[src/tmr_map.svh]
// Register addresses, field positions, reset values and counts of the timer pair
`ifndef TMR_MAP_SVH
`define TMR_MAP_SVH

`define TMR_ADDR_CTRL     8'h88
`define TMR_ADDR_MODE     8'h89
`define TMR_ADDR_A_LOW    8'h8A
`define TMR_ADDR_B_LOW    8'h8B
`define TMR_ADDR_A_HIGH   8'h8C
`define TMR_ADDR_B_HIGH   8'h8D
`define TMR_ADDR_TICKSEL  8'h8E

`define TMR_CTRL_B_OVF    7
`define TMR_CTRL_B_RUN    6
`define TMR_CTRL_A_OVF    5
`define TMR_CTRL_A_RUN    4
`define TMR_MODE_B_LSB    4
`define TMR_MODE_A_LSB    0
`define TMR_MODE_SRC_OFS  2
`define TMR_TICK_C_BIT    5
`define TMR_TICK_B_BIT    4
`define TMR_TICK_A_BIT    3

`define TMR_RESET_BYTE    8'h00
`define TMR_RESET_TICKSEL 3'h0
`define TMR_TICK_DIV      12
`define TMR_MODE0_MAX     13'h1FFF

`endif

[src/tmr_pkg.sv]
// Types shared by the timer pair
package tmr_pkg;
	typedef enum logic [1:0] {
		TMR_MODE_13    = 2'b00,
		TMR_MODE_16    = 2'b01,
		TMR_MODE_8R    = 2'b10,
		TMR_MODE_SPLIT = 2'b11
	} tmr_mode_t;
endpackage : tmr_pkg

[src/tmr_fall_sync.sv]
// Event pin synchroniser with falling edge detector
`timescale 1ns/1ns
module tmr_fall_sync (
	input  wire logic clk,
	input  wire logic rst,
	input  wire logic pin,
	output logic      fall
);
	logic s1_q, s2_q, s3_q;
	logic s1_d, s2_d, s3_d, fall_d;

	// Two stages for metastability, third only for edge compare
	always_comb begin
		s1_d   = pin;
		s2_d   = s1_q;
		s3_d   = s2_q;
		fall_d = s3_q & ~s2_q; // RULE_13
	end

	// Source holds each level two clocks, so no edge is missed
	always_ff @(posedge clk or posedge rst) begin // RULE_03
		if (rst) begin
			s1_q <= 1'b1;
			s2_q <= 1'b1;
			s3_q <= 1'b1;
			fall <= 1'b0;
		end else begin
			s1_q <= s1_d;
			s2_q <= s2_d;
			s3_q <= s3_d;
			fall <= fall_d;
		end
	end
endmodule : tmr_fall_sync

[src/tmr_top.sv]
// Timer A and timer B counter/timer pair with shared tick divider
//
// How it works
// [RULE_01] In timer operation the count steps once per tick, the clock divided by 1 or 12 per its select bit.
// [RULE_02] In counter operation the count steps once per falling edge on the timer's event pin.
// [RULE_03] The outside source holds each pin level at least two clocks so edges up to a quarter clock are seen.
// [RULE_04] Each timer holds a 16-bit count read and written as separate low and high byte registers.
// [RULE_05] Each timer picks 13-bit, 16-bit, 8-bit reload or split mode by a two-bit field; split is timer A only.
// [RULE_06] One control register holds both run enables and both overflow flags.
// [RULE_07] In 13-bit mode the high byte holds the top eight bits and low bits 4..0 the bottom five.
// [RULE_08] A 13-bit roll from 1FFF to 0 sets the overflow flag at control bit 5, which requests the interrupt.
// [RULE_09] Mode bit 2 picks the step source: clear for ticks, set for pin falling edges.
// [RULE_10] Timer B works like timer A with its own bytes, flag and source bit.
// [RULE_11] Tick select bit 5 picks timer C's tick: 0 divides by 12, 1 is the raw clock.
// [RULE_12] Tick select bits for B and A pick divide by 12 on 0, raw clock on 1; bits 2..0 read zero.
// [RULE_13] Event pins are synchronised and falling edges found by comparing samples, one step per edge.
`timescale 1ns/1ns
`include "tmr_map.svh"
module tmr_top
	import tmr_pkg::*;
#(
	parameter int DIV_RATIO = `TMR_TICK_DIV
) (
	input  wire logic       clk,
	input  wire logic       rst,
	input  wire logic [7:0] sfr_addr,
	input  wire logic       sfr_wr,
	input  wire logic       sfr_rd,
	input  wire logic [7:0] sfr_wdata,
	output logic      [7:0] sfr_rdata,
	input  wire logic       timer_a_event_pin,
	input  wire logic       timer_b_event_pin,
	output logic            timer_a_overflow_flag,
	output logic            timer_b_overflow_flag,
	output logic            timer_c_tick
);

	////////////////////////////////////////////////////////////////////////////
	// Step function shared by both timers: returns {overflow, high, low}
	function automatic logic [16:0] tmr_step(input tmr_mode_t m, input logic [7:0] lo, input logic [7:0] hi);
		logic [13:0] c13;
		logic [16:0] c16;
		logic [8:0]  c8;
		c13 = {1'b0, hi, lo[4:0]} + 14'h0001;
		c16 = {1'b0, hi, lo} + 17'h00001;
		c8  = {1'b0, lo} + 9'h001;
		case (m)
			TMR_MODE_13: tmr_step = {c13[13], c13[12:5], lo[7:5], c13[4:0]}; // RULE_07
			TMR_MODE_16: tmr_step = c16;
			TMR_MODE_8R: tmr_step = {c8[8], hi, (c8[8] ? hi : c8[7:0])};
			default:     tmr_step = {c8[8], hi, c8[7:0]};
		endcase
	endfunction : tmr_step

	////////////////////////////////////////////////////////////////////////////
	// Event pin synchronisers
	logic fall_a, fall_b;

	tmr_fall_sync u_sync_a (
		.clk  (clk),
		.rst  (rst),
		.pin  (timer_a_event_pin),
		.fall (fall_a)
	);

	tmr_fall_sync u_sync_b (
		.clk  (clk),
		.rst  (rst),
		.pin  (timer_b_event_pin),
		.fall (fall_b)
	);

	////////////////////////////////////////////////////////////////////////////
	// State
	logic [3:0] div_q, div_d;
	logic [7:0] ctrl_q, ctrl_d;
	logic [7:0] mode_q, mode_d;
	logic [2:0] tsel_q, tsel_d;
	logic [7:0] a_lo_q, a_lo_d, a_hi_q, a_hi_d;
	logic [7:0] b_lo_q, b_lo_d, b_hi_q, b_hi_d;
	logic [7:0] rdata_d;
	logic       tc_d;

	logic        div_tick, tick_a, tick_b, tick_c;
	logic        run_a, run_b, src_a, src_b, inc_a, inc_b;
	logic        set_a, set_b;
	tmr_mode_t   mode_a, mode_b;
	logic [16:0] res_a, res_b;

	// Decoded fields and tick enables
	always_comb begin
		div_tick = (div_q == 4'(DIV_RATIO - 1));
		mode_a   = tmr_mode_t'(mode_q[`TMR_MODE_A_LSB +: 2]);
		mode_b   = tmr_mode_t'(mode_q[`TMR_MODE_B_LSB +: 2]);
		src_a    = mode_q[`TMR_MODE_A_LSB + `TMR_MODE_SRC_OFS]; // RULE_09
		src_b    = mode_q[`TMR_MODE_B_LSB + `TMR_MODE_SRC_OFS]; // RULE_10
		run_a    = ctrl_q[`TMR_CTRL_A_RUN]; // RULE_06
		run_b    = ctrl_q[`TMR_CTRL_B_RUN];
		tick_a   = tsel_q[0] | div_tick; // RULE_12
		tick_b   = tsel_q[1] | div_tick; // RULE_12
		tick_c   = tsel_q[2] | div_tick; // RULE_11
		inc_a    = run_a & (src_a ? fall_a : tick_a); // RULE_01 RULE_02
		inc_b    = run_b & (src_b ? fall_b : tick_b); // RULE_10
		res_a    = tmr_step(mode_a, a_lo_q, a_hi_q);
		res_b    = tmr_step(mode_b, b_lo_q, b_hi_q);
	end

	// Next state: counting first, software writes to the count bytes win over a step
	always_comb begin
		div_d  = div_tick ? 4'h0 : div_q + 4'h1;
		ctrl_d = ctrl_q;
		mode_d = mode_q;
		tsel_d = tsel_q;
		a_lo_d = a_lo_q;
		a_hi_d = a_hi_q;
		b_lo_d = b_lo_q;
		b_hi_d = b_hi_q;
		set_a  = 1'b0;
		set_b  = 1'b0;
		tc_d   = tick_c;
		if (inc_a) begin
			a_lo_d = res_a[7:0];
			set_a  = res_a[16]; // RULE_08
			if (mode_a != TMR_MODE_SPLIT) begin
				a_hi_d = res_a[15:8];
			end
		end
		// Split mode: high byte of A is a tick timer run by B's enable
		if (mode_a == TMR_MODE_SPLIT && run_b && tick_a) begin // RULE_05
			a_hi_d = a_hi_q + 8'h01;
			set_b  = (a_hi_q == 8'hFF);
		end
		// B holds in split mode and loses its flag while A is split
		if (inc_b && mode_b != TMR_MODE_SPLIT) begin // RULE_05
			b_lo_d = res_b[7:0];
			b_hi_d = res_b[15:8];
			if (mode_a != TMR_MODE_SPLIT) begin
				set_b = res_b[16]; // RULE_10
			end
		end
		if (sfr_wr) begin // RULE_04
			case (sfr_addr)
				`TMR_ADDR_CTRL:    ctrl_d = sfr_wdata;
				`TMR_ADDR_MODE:    mode_d = sfr_wdata;
				`TMR_ADDR_A_LOW:   a_lo_d = sfr_wdata;
				`TMR_ADDR_A_HIGH:  a_hi_d = sfr_wdata;
				`TMR_ADDR_B_LOW:   b_lo_d = sfr_wdata;
				`TMR_ADDR_B_HIGH:  b_hi_d = sfr_wdata;
				`TMR_ADDR_TICKSEL: tsel_d = sfr_wdata[`TMR_TICK_C_BIT:`TMR_TICK_A_BIT];
				default:           ;
			endcase
		end
		// Set beats a clear written in the same cycle
		ctrl_d[`TMR_CTRL_A_OVF] = ctrl_d[`TMR_CTRL_A_OVF] | set_a; // RULE_08
		ctrl_d[`TMR_CTRL_B_OVF] = ctrl_d[`TMR_CTRL_B_OVF] | set_b; // RULE_10
	end

	// Read data, registered; unmapped addresses read zero
	always_comb begin
		rdata_d = 8'h00;
		if (sfr_rd) begin
			case (sfr_addr)
				`TMR_ADDR_CTRL:    rdata_d = ctrl_q; // RULE_06
				`TMR_ADDR_MODE:    rdata_d = mode_q;
				`TMR_ADDR_A_LOW:   rdata_d = a_lo_q;
				`TMR_ADDR_A_HIGH:  rdata_d = a_hi_q;
				`TMR_ADDR_B_LOW:   rdata_d = b_lo_q;
				`TMR_ADDR_B_HIGH:  rdata_d = b_hi_q;
				`TMR_ADDR_TICKSEL: rdata_d = {2'h0, tsel_q, 3'h0}; // RULE_12
				default:           rdata_d = 8'h00;
			endcase
		end
	end

	// Registers
	always_ff @(posedge clk or posedge rst) begin
		if (rst) begin
			div_q        <= 4'h0;
			ctrl_q       <= `TMR_RESET_BYTE;
			mode_q       <= `TMR_RESET_BYTE;
			tsel_q       <= `TMR_RESET_TICKSEL;
			a_lo_q       <= `TMR_RESET_BYTE;
			a_hi_q       <= `TMR_RESET_BYTE;
			b_lo_q       <= `TMR_RESET_BYTE;
			b_hi_q       <= `TMR_RESET_BYTE;
			sfr_rdata    <= 8'h00;
			timer_c_tick <= 1'b0;
		end else begin
			div_q        <= div_d;
			ctrl_q       <= ctrl_d;
			mode_q       <= mode_d;
			tsel_q       <= tsel_d;
			a_lo_q       <= a_lo_d;
			a_hi_q       <= a_hi_d;
			b_lo_q       <= b_lo_d;
			b_hi_q       <= b_hi_d;
			sfr_rdata    <= rdata_d;
			timer_c_tick <= tc_d;
		end
	end

	// Flags leave straight from the control register
	always_comb begin
		timer_a_overflow_flag = ctrl_q[`TMR_CTRL_A_OVF];
		timer_b_overflow_flag = ctrl_q[`TMR_CTRL_B_OVF];
	end

	logic wr_a;
	assign wr_a = sfr_wr && (sfr_addr == `TMR_ADDR_A_LOW || sfr_addr == `TMR_ADDR_A_HIGH);
endmodule : tmr_top

[config.mk]
export PLATFORM = sky130hd
export DESIGN_NAME = tmr_top
export DESIGN_NICKNAME = d
export VERILOG_FILES = /design/src/tmr_pkg.sv /design/src/tmr_fall_sync.sv /design/src/tmr_top.sv
export VERILOG_INCLUDE_DIRS = /design/src
export SDC_FILE = /design/constraint.sdc
export NUM_CORES = 1
export LEC_CHECK = 0
export BUFFER_PORTS_ARGS = -buffer_cell sky130_fd_sc_hd__buf_2
export CAP_MARGIN = 10
export CORE_MARGIN = 1.5
export CORE_UTILIZATION = 65
export DETAILED_ROUTE_END_ITERATION = 6
export PLACE_DENSITY = 0.95
export RECOVER_POWER = 50
export SETUP_SLACK_MARGIN = 0.5
export SKIP_LAST_GASP = 1
export SLEW_MARGIN = 5
export SYNTH_ARGS = -nofsm -noshare
export SYNTH_HDL_FRONTEND = slang
export SYNTH_SLANG_ARGS = --single-unit
export TNS_END_PERCENT = 20
[constraint.sdc]
create_clock -name clk -period 5.65 [get_ports clk]
set_input_delay 1.13 -clock clk [delete_from_list [all_inputs] [get_ports clk]]
set_output_delay 1.13 -clock clk [all_outputs]
set_load 0.005 [all_outputs]
* After elaboration in Yosys (flattened, before gate mapping)
Cells that the tools add are included.
** Storage, ports and cells
- Bits in registers :: 72
- Input port bits :: 22
- Output and inout port bits :: 11
- Logic and storage cells :: 91
** Operators by class
- $add $sub $neg :: 8
- Equal/unequal tests :: 16
- Mux-type cells :: 29
- Bitwise logic cells :: 11
- Reductions and logical operators :: 8
** Operator list (count)
- 2-to-1 mux 8 bit :: 19
- one-hot mux 17 bit (3 select lines) :: 2
- == test 8 bit, second input constant :: 8
- one-hot mux 8 bit (7 select lines) :: 1
- adder 16 x 1 -> 17 bit, second input constant :: 2
- adder 13 x 1 -> 14 bit, second input constant :: 2
- adder 8 x 1 -> 9 bit, second input constant :: 2
- adder 8 x 1 -> 8 bit, second input constant :: 1
- == test 2 bit, second input constant :: 3
- 2-to-1 mux 1 bit :: 6
- AND reduction 2 bit :: 3
- OR 1 bit :: 5
- adder 4 x 1 -> 4 bit, second input constant :: 1
- AND 1 bit :: 4
- == test 2 x 1 -> 1 bit, second input constant :: 2
- == test 4 bit, second input constant :: 1
- logical NOT 2 bit :: 2
- 2-to-1 mux 4 bit :: 1
- != test 2 bit, second input constant :: 2
- logical AND 1 bit :: 3
- NOT 1 bit :: 2

* Longest topological paths before layout
- Word-level depth :: 8
- Mapped depth :: 9
- Depth with buffers taken out :: 7

* By module
A second synthesis with hierarchy kept.
** Second synthesis, totals
- Cell total of the unflattened synthesis :: 511
- Area, all modules :: 4595.7 µm²
** Modules (own cells, without submodules)
- tmr_top :: instances 1, cells each 499, area each 4352.9 µm², sequential area each 1601.5 µm²
- tmr_fall_sync :: instances 2, cells each 6, area each 121.4 µm², sequential area each 103.8 µm²

* Worst setup path after synthesis
No wires, ideal clock.
- Path type :: input -> register
- Start :: in sfr_addr[5]
- End :: reg a_lo_q[0]
- Library setup time :: 0.136 ns
- Arrival time :: 2.317 ns
- Data required time :: 5.514 ns
- Slack :: 3.197 ns
- Cell stages on the path :: 7
- Buffers on the path :: 2
- Cell sequence :: nor2_1 -> and4b_1 -> and3b_1 -> clkbuf_1 -> and2_1 -> clkbuf_1 -> o21ai_0
** On the way
- Longest elaborated chain between the ends :: 3
** RTL lines
- from (decl) :: RTL line tmr_top.sv:26 : input wire logic [7:0] sfr_addr,
- == test 8 bit :: RTL line tmr_top.sv:142 : case (sfr_addr)
- 2-to-1 mux 8 bit :: RTL line tmr_top.sv:142
- 2-to-1 mux 8 bit :: RTL line tmr_top.sv:141 : if (sfr_wr) begin
- named net a_lo_d[0] :: RTL line tmr_top.sv:79 : logic [7:0] a_lo_q, a_lo_d, a_hi_q, a_hi_d;
- to (signal assigned) :: RTL line tmr_top.sv:182 : a_lo_q <= `TMR_RESET_BYTE;
- to (signal assigned) :: RTL line tmr_top.sv:193 : a_lo_q <= a_lo_d;
- to (decl) :: RTL line tmr_top.sv:79
The timed path passes the listed nets, and every way through them passes these cells.
A chain may end at the register's enable or synchronous reset.

* Worst setup path in the final report
- Start :: reg b_lo_q[0]
- End :: reg b_lo_q[3]
** On the way
- Longest elaborated chain between the ends :: 6
- Elaborated cells between the ends (all ways) :: 8
- Classes of those cells :: 3 x add/sub; 5 x mux
** RTL lines
- from (decl) :: RTL line tmr_top.sv:80 : logic [7:0] b_lo_q, b_lo_d, b_hi_q, b_hi_d;
- from (signal assigned) :: RTL line tmr_top.sv:184 : b_lo_q <= `TMR_RESET_BYTE;
- from (signal assigned) :: RTL line tmr_top.sv:195 : b_lo_q <= b_lo_d;
- adder 8 x 1 -> 9 bit :: RTL line tmr_top.sv:46 : c8 = {1'b0, lo} + 9'h001;
- 2-to-1 mux 8 bit :: RTL line tmr_top.sv:50 : TMR_MODE_8R: tmr_step = {c8[8], hi, (c8[8] ? hi : c8[7:0])};
- one-hot mux 17 bit (3 select lines) * :: RTL line tmr_top.sv:47 : case (m)
- 2-to-1 mux 8 bit * :: RTL line tmr_top.sv:134 : if (inc_b && mode_b != TMR_MODE_SPLIT) begin
- 2-to-1 mux 8 bit :: RTL line tmr_top.sv:142
- 2-to-1 mux 8 bit * :: RTL line tmr_top.sv:141
- named net b_lo_d[3] :: RTL line tmr_top.sv:80
The timed path passes the listed nets; every way through them passes the cells marked *.

==> results.yml <==
placement:
  io_buffer_count: 32
  numPlacedInstances: 570
  dp_hpwl_um: 8400
  routabilityCongestion: 0.979
  dp_slack_ns: 2.77
synth:
  most_used_flip_flop_cell_after_synthesis: "sky130_fd_sc_hd__dfrtp_1"
  synth_enable_flop_cells: 0
  synth_fa_ha_area_frac: 0.0114
  post_synthesis_sequential_element_count: 72
  post_synth_num_cell_types: 65
  ys.warnings.count: 0
  complex_gate_fraction_of_the_synthesized_area: 0.189
  async_reset_ff_frac: 1.00
  postSynthCellCount: 487
  post_synth_mux_area_share: 0.113
  synth-xor-area-share: 0.0199
  syn-cell-area_sq_um: 4390
  sequential_fraction_of_the_synthesis_area: 0.412
  postSynthNetCount: 513
  synth_simple_gate_area_frac: 0.221
  main_combinational_cell_family_by_area_after_synthesis: "simple AND/OR/NAND/NOR gates"
  syn_avg_cell_area_sq_um: 9.02
cts:
  cts_hold_repair.buffers: 0
  cts_buffer_depth: 2
  worstSkewPairLatency_ns: 0.37
  cts_buffers: 9
  clk_transition_reported_paths_ns: 0.08
  htreeDepth: 3
  postCtsSetupBuffers: 0
  cts_sinks: 72
  cts_repair_resize_count: 0
  clock_tree.root_cell: "sky130_fd_sc_hd__clkbuf_8"
  clock_tree_from_tritoncts: "yes"
setup_path:
  flop_to_flop_setup_slack_ns: 2.95
  endpoint_kind: "register"
  worst_ep_arrival_time_ns: 2.92
  cp-start-kind: "register"
  ff2ff_path_depth: 6
  worstReg2RegEnd: "b_lo_q[3]$_DFF_PP0_"
  timing.setup.critical_path_class: "register to register"
  r2r_start: "b_lo_q[0]$_DFF_PP0_"
  worstPathRequired_ns: 5.87
  worstPathMaxFanout: 10
power_and_ir_drop:
  power.static_leakage_nw: 1.99
  max-vdd-ir-drop_v: 0.000240
  power_density_nw_per_um2: 316
die:
  floorplan.rows: 29
  top_level_ports: 33
  die_height_um: 85.2
  initial_utilization: 0.684
  core_region_area_sq_um: 6420
  floorplan.die_area_sq_um: 7260
  die_x_um: 85.2
sta:
  timing.slew.headroom: 0.321
  slew_violations: 0
  timing.final.ws_setup_ns: 2.95
  worst_clock_skew_ns: 0.0115
  final-hold-violation-count: 0
  worst_slew_pin_slew_ns: 1.02
  timing.final.crit_share: 0.478
  max_freq_mhz: 370
  rsz0062_at_grt: "false"
  setup_viol: 0
  fin_tns_setup_ns: 0
  finalWorstPathRequiredPeriod_ns: 2.70
drt:
  antenna_left: 0
  dr.first_iter.drc_count: 709
  wire_per_inst_um: 21.0
  drc: 5
  dr.pass1.iters: 7
  routed_wirelength_um: 12300
  drt-vias-per-instance: 7.08
  routed-via-count: 4147
global_route:
  first_global_vias: 4003
  grt_use_total: 0.358
  grt_antenna_before_repair: 0
  grt_overflow: 0
  first_pass_grt_wire_length_um: 19700
  largest_net_degree_at_the_start_of_global_routing: 73
worst_hold_path:
  worst_hold_path_type: "register to register"
  min_from: "u_sync_a.s1_q$_DFF_PP1_"
  hold_end: "u_sync_a.s2_q$_DFF_PP1_"
  hold_path_depth: 0
layout:
  final_core_utilization: 0.742
  growth_of_design_area_from_synthesis_to_finish_pct: 8.49
  ant_diodes: 0
  fillerInstances: 464
  drive_gt1_frac: 0.185
  final_cell_count_no_fill: 586
  fin_nets: 530
status:
  result_of_the_run: "finished, violations left"
  violations_in_the_final_reports: "design-rule violations"
job:
  cap_violations: 0
## cells in the final DEF (no fill, tap or decap), types with 4 or more instances in the layout
cell type / netlist / routed
sky130_fd_sc_hd__xnor2_1: 7 / 7
sky130_fd_sc_hd__nand2_1: 58 / 58
sky130_fd_sc_hd__nor3_1: 8 / 8
sky130_fd_sc_hd__ha_1: 4 / 4
sky130_fd_sc_hd__o21ai_0: 36 / 36
sky130_fd_sc_hd__o211ai_1: 6 / 6
sky130_fd_sc_hd__o31ai_1: 7 / 7
sky130_fd_sc_hd__a31oi_1: 9 / 9
sky130_fd_sc_hd__inv_1: 8 / 8
sky130_fd_sc_hd__clkbuf_8: 0 / 10
sky130_fd_sc_hd__a22oi_1: 4 / 4
sky130_fd_sc_hd__nand3_1: 22 / 22
sky130_fd_sc_hd__dfstp_2: 6 / 4
sky130_fd_sc_hd__a211oi_1: 4 / 4
sky130_fd_sc_hd__and3_1: 6 / 6
sky130_fd_sc_hd__a21oi_1: 31 / 31
sky130_fd_sc_hd__mux2_2: 22 / 22
sky130_fd_sc_hd__a22o_1: 4 / 4
sky130_fd_sc_hd__nor2b_1: 7 / 7
sky130_fd_sc_hd__dfrtp_1: 66 / 66
sky130_fd_sc_hd__mux2i_1: 16 / 16
sky130_fd_sc_hd__o22a_1: 5 / 5
sky130_fd_sc_hd__nand4_1: 7 / 7
sky130_fd_sc_hd__buf_2: 2 / 32
sky130_fd_sc_hd__nor2_1: 44 / 44
sky130_fd_sc_hd__nand2b_1: 6 / 6
sky130_fd_sc_hd__mux4_2: 4 / 4
sky130_fd_sc_hd__and2_1: 5 / 5
## cells by family after synthesis
| family | count (synthesis) |
|---|---|
| simple gates | 192 |
| compound gates | 129 |
| mux | 42 |
| buf+inv | 38 |
| fa+ha+maj | 4 |
| flops | 72 |
| xor+xnor | 10 |
## how the worst max path moves through the flow
stage | from | end | slack [ns] | depth (start not counted)
floorplan | rst | a_hi_q[0]$_DFF_PP0_ | 2.71 | 1
global placement | sfr_addr[0] | mode_q[3]$_DFFE_PP0P_ | 2.90 | 4
detailed placement | sfr_addr[0] | mode_q[3]$_DFFE_PP0P_ | 2.77 | 4
CTS | b_lo_q[0]$_DFF_PP0_ | b_hi_q[6]$_DFF_PP0_ | 3.05 | 7
global route | b_lo_q[0]$_DFF_PP0_ | b_lo_q[3]$_DFF_PP0_ | 2.72 | 6
finish | b_lo_q[0]$_DFF_PP0_ | b_lo_q[3]$_DFF_PP0_ | 2.95 | 6
## per-layer routing
metal  part of all wire  GRT usage
met5                  0          0
met4              0.047      0.173
met3               0.13      0.110
met2               0.45      0.538
met1               0.38      0.474
## synth_stat cells, types with 2 or more instances
cell,instances,share of area
sky130_fd_sc_hd__nor2b_1,7,0.010
sky130_fd_sc_hd__xor2_1,3,0.0060
sky130_fd_sc_hd__nor2_1,44,0.038
sky130_fd_sc_hd__o21ai_1,2,0.0023
sky130_fd_sc_hd__a211o_1,2,0.0040
sky130_fd_sc_hd__o311a_1,2,0.0046
sky130_fd_sc_hd__a211oi_1,4,0.0068
sky130_fd_sc_hd__clkbuf_1,26,0.022
sky130_fd_sc_hd__or3_1,3,0.0043
sky130_fd_sc_hd__o21ai_0,36,0.041
sky130_fd_sc_hd__o211ai_1,6,0.010
sky130_fd_sc_hd__and3b_1,2,0.0040
sky130_fd_sc_hd__nand2b_1,6,0.0086
sky130_fd_sc_hd__nand3b_1,3,0.0051
sky130_fd_sc_hd__o21a_1,3,0.0051
sky130_fd_sc_hd__nor4_1,3,0.0043
sky130_fd_sc_hd__nor3_2,2,0.0046
sky130_fd_sc_hd__nand2_1,58,0.050
sky130_fd_sc_hd__and2_1,5,0.0071
sky130_fd_sc_hd__and3_1,6,0.0086
sky130_fd_sc_hd__ha_1,4,0.011
sky130_fd_sc_hd__nor3_1,8,0.0091
sky130_fd_sc_hd__a22oi_1,4,0.0068
sky130_fd_sc_hd__mux4_2,4,0.021
sky130_fd_sc_hd__or4_1,2,0.0034
sky130_fd_sc_hd__o31ai_1,7,0.012
sky130_fd_sc_hd__nand4_1,7,0.010
sky130_fd_sc_hd__a21oi_1,31,0.035
sky130_fd_sc_hd__mux2_2,22,0.056
sky130_fd_sc_hd__or2_2,3,0.0043
sky130_fd_sc_hd__buf_2,2,0.0023
sky130_fd_sc_hd__xnor2_1,7,0.014
sky130_fd_sc_hd__a22o_1,4,0.0080
sky130_fd_sc_hd__and4_1,3,0.0060
sky130_fd_sc_hd__o22a_1,5,0.010
sky130_fd_sc_hd__dfstp_2,6,0.036
sky130_fd_sc_hd__a31oi_1,9,0.013
sky130_fd_sc_hd__inv_1,8,0.0068
sky130_fd_sc_hd__mux2i_1,16,0.036
sky130_fd_sc_hd__dfrtp_1,66,0.38
sky130_fd_sc_hd__nand3_1,22,0.025
## metrics by stage
stage	hold slack, ns	area [sq um]	power, mW
after floorplan	0.345	4390	0.941
after global placement	0.347	4560	1.03
after detailed placement	0.348	4560	1.06
after CTS	0.361	4760	1.48
after global routing	0.367	4760	1.56
final	0.366	4760	1.51
## area by class of cell
type	count	area [sq um]	share of cell area
tap	77	96.3	0.0202
sequential	72	1810	0.380
inverter	9	33.8	0.00709
clock buffer	10	138	0.0289
clock inverter	6	67.6	0.0142
timing repair buffer	35	183	0.0384
multi-input combinational	377	2440	0.511
## state kept, by name (all words and copies together) (netlist names), 3 cells and up
name,count
tsel_q,3
a_lo_q,8
mode_q,8
a_hi_q,8
b_hi_q,8
b_lo_q,8
ctrl_q,8
div_q,4
sfr_rdata,8
## critical path, stage by stage (launching register included)
cell,delay (ns)
sky130_fd_sc_hd__dfrtp_1,0.44
sky130_fd_sc_hd__ha_1,0.32
sky130_fd_sc_hd__nand4_2,0.22
sky130_fd_sc_hd__nor4b_2,0.92
sky130_fd_sc_hd__o21ai_0,0.21
sky130_fd_sc_hd__a22oi_1,0.28
sky130_fd_sc_hd__a21oi_1,0.15
## where the power goes
group	internal (mW)	leakage [nW]	switching (mW)
clock	0.217	0.0989	0.214
sequential	0.568	0.842	0.0996
combinational	0.160	1.05	0.247
No activity file was read; power rests on OpenSTA's default activity.
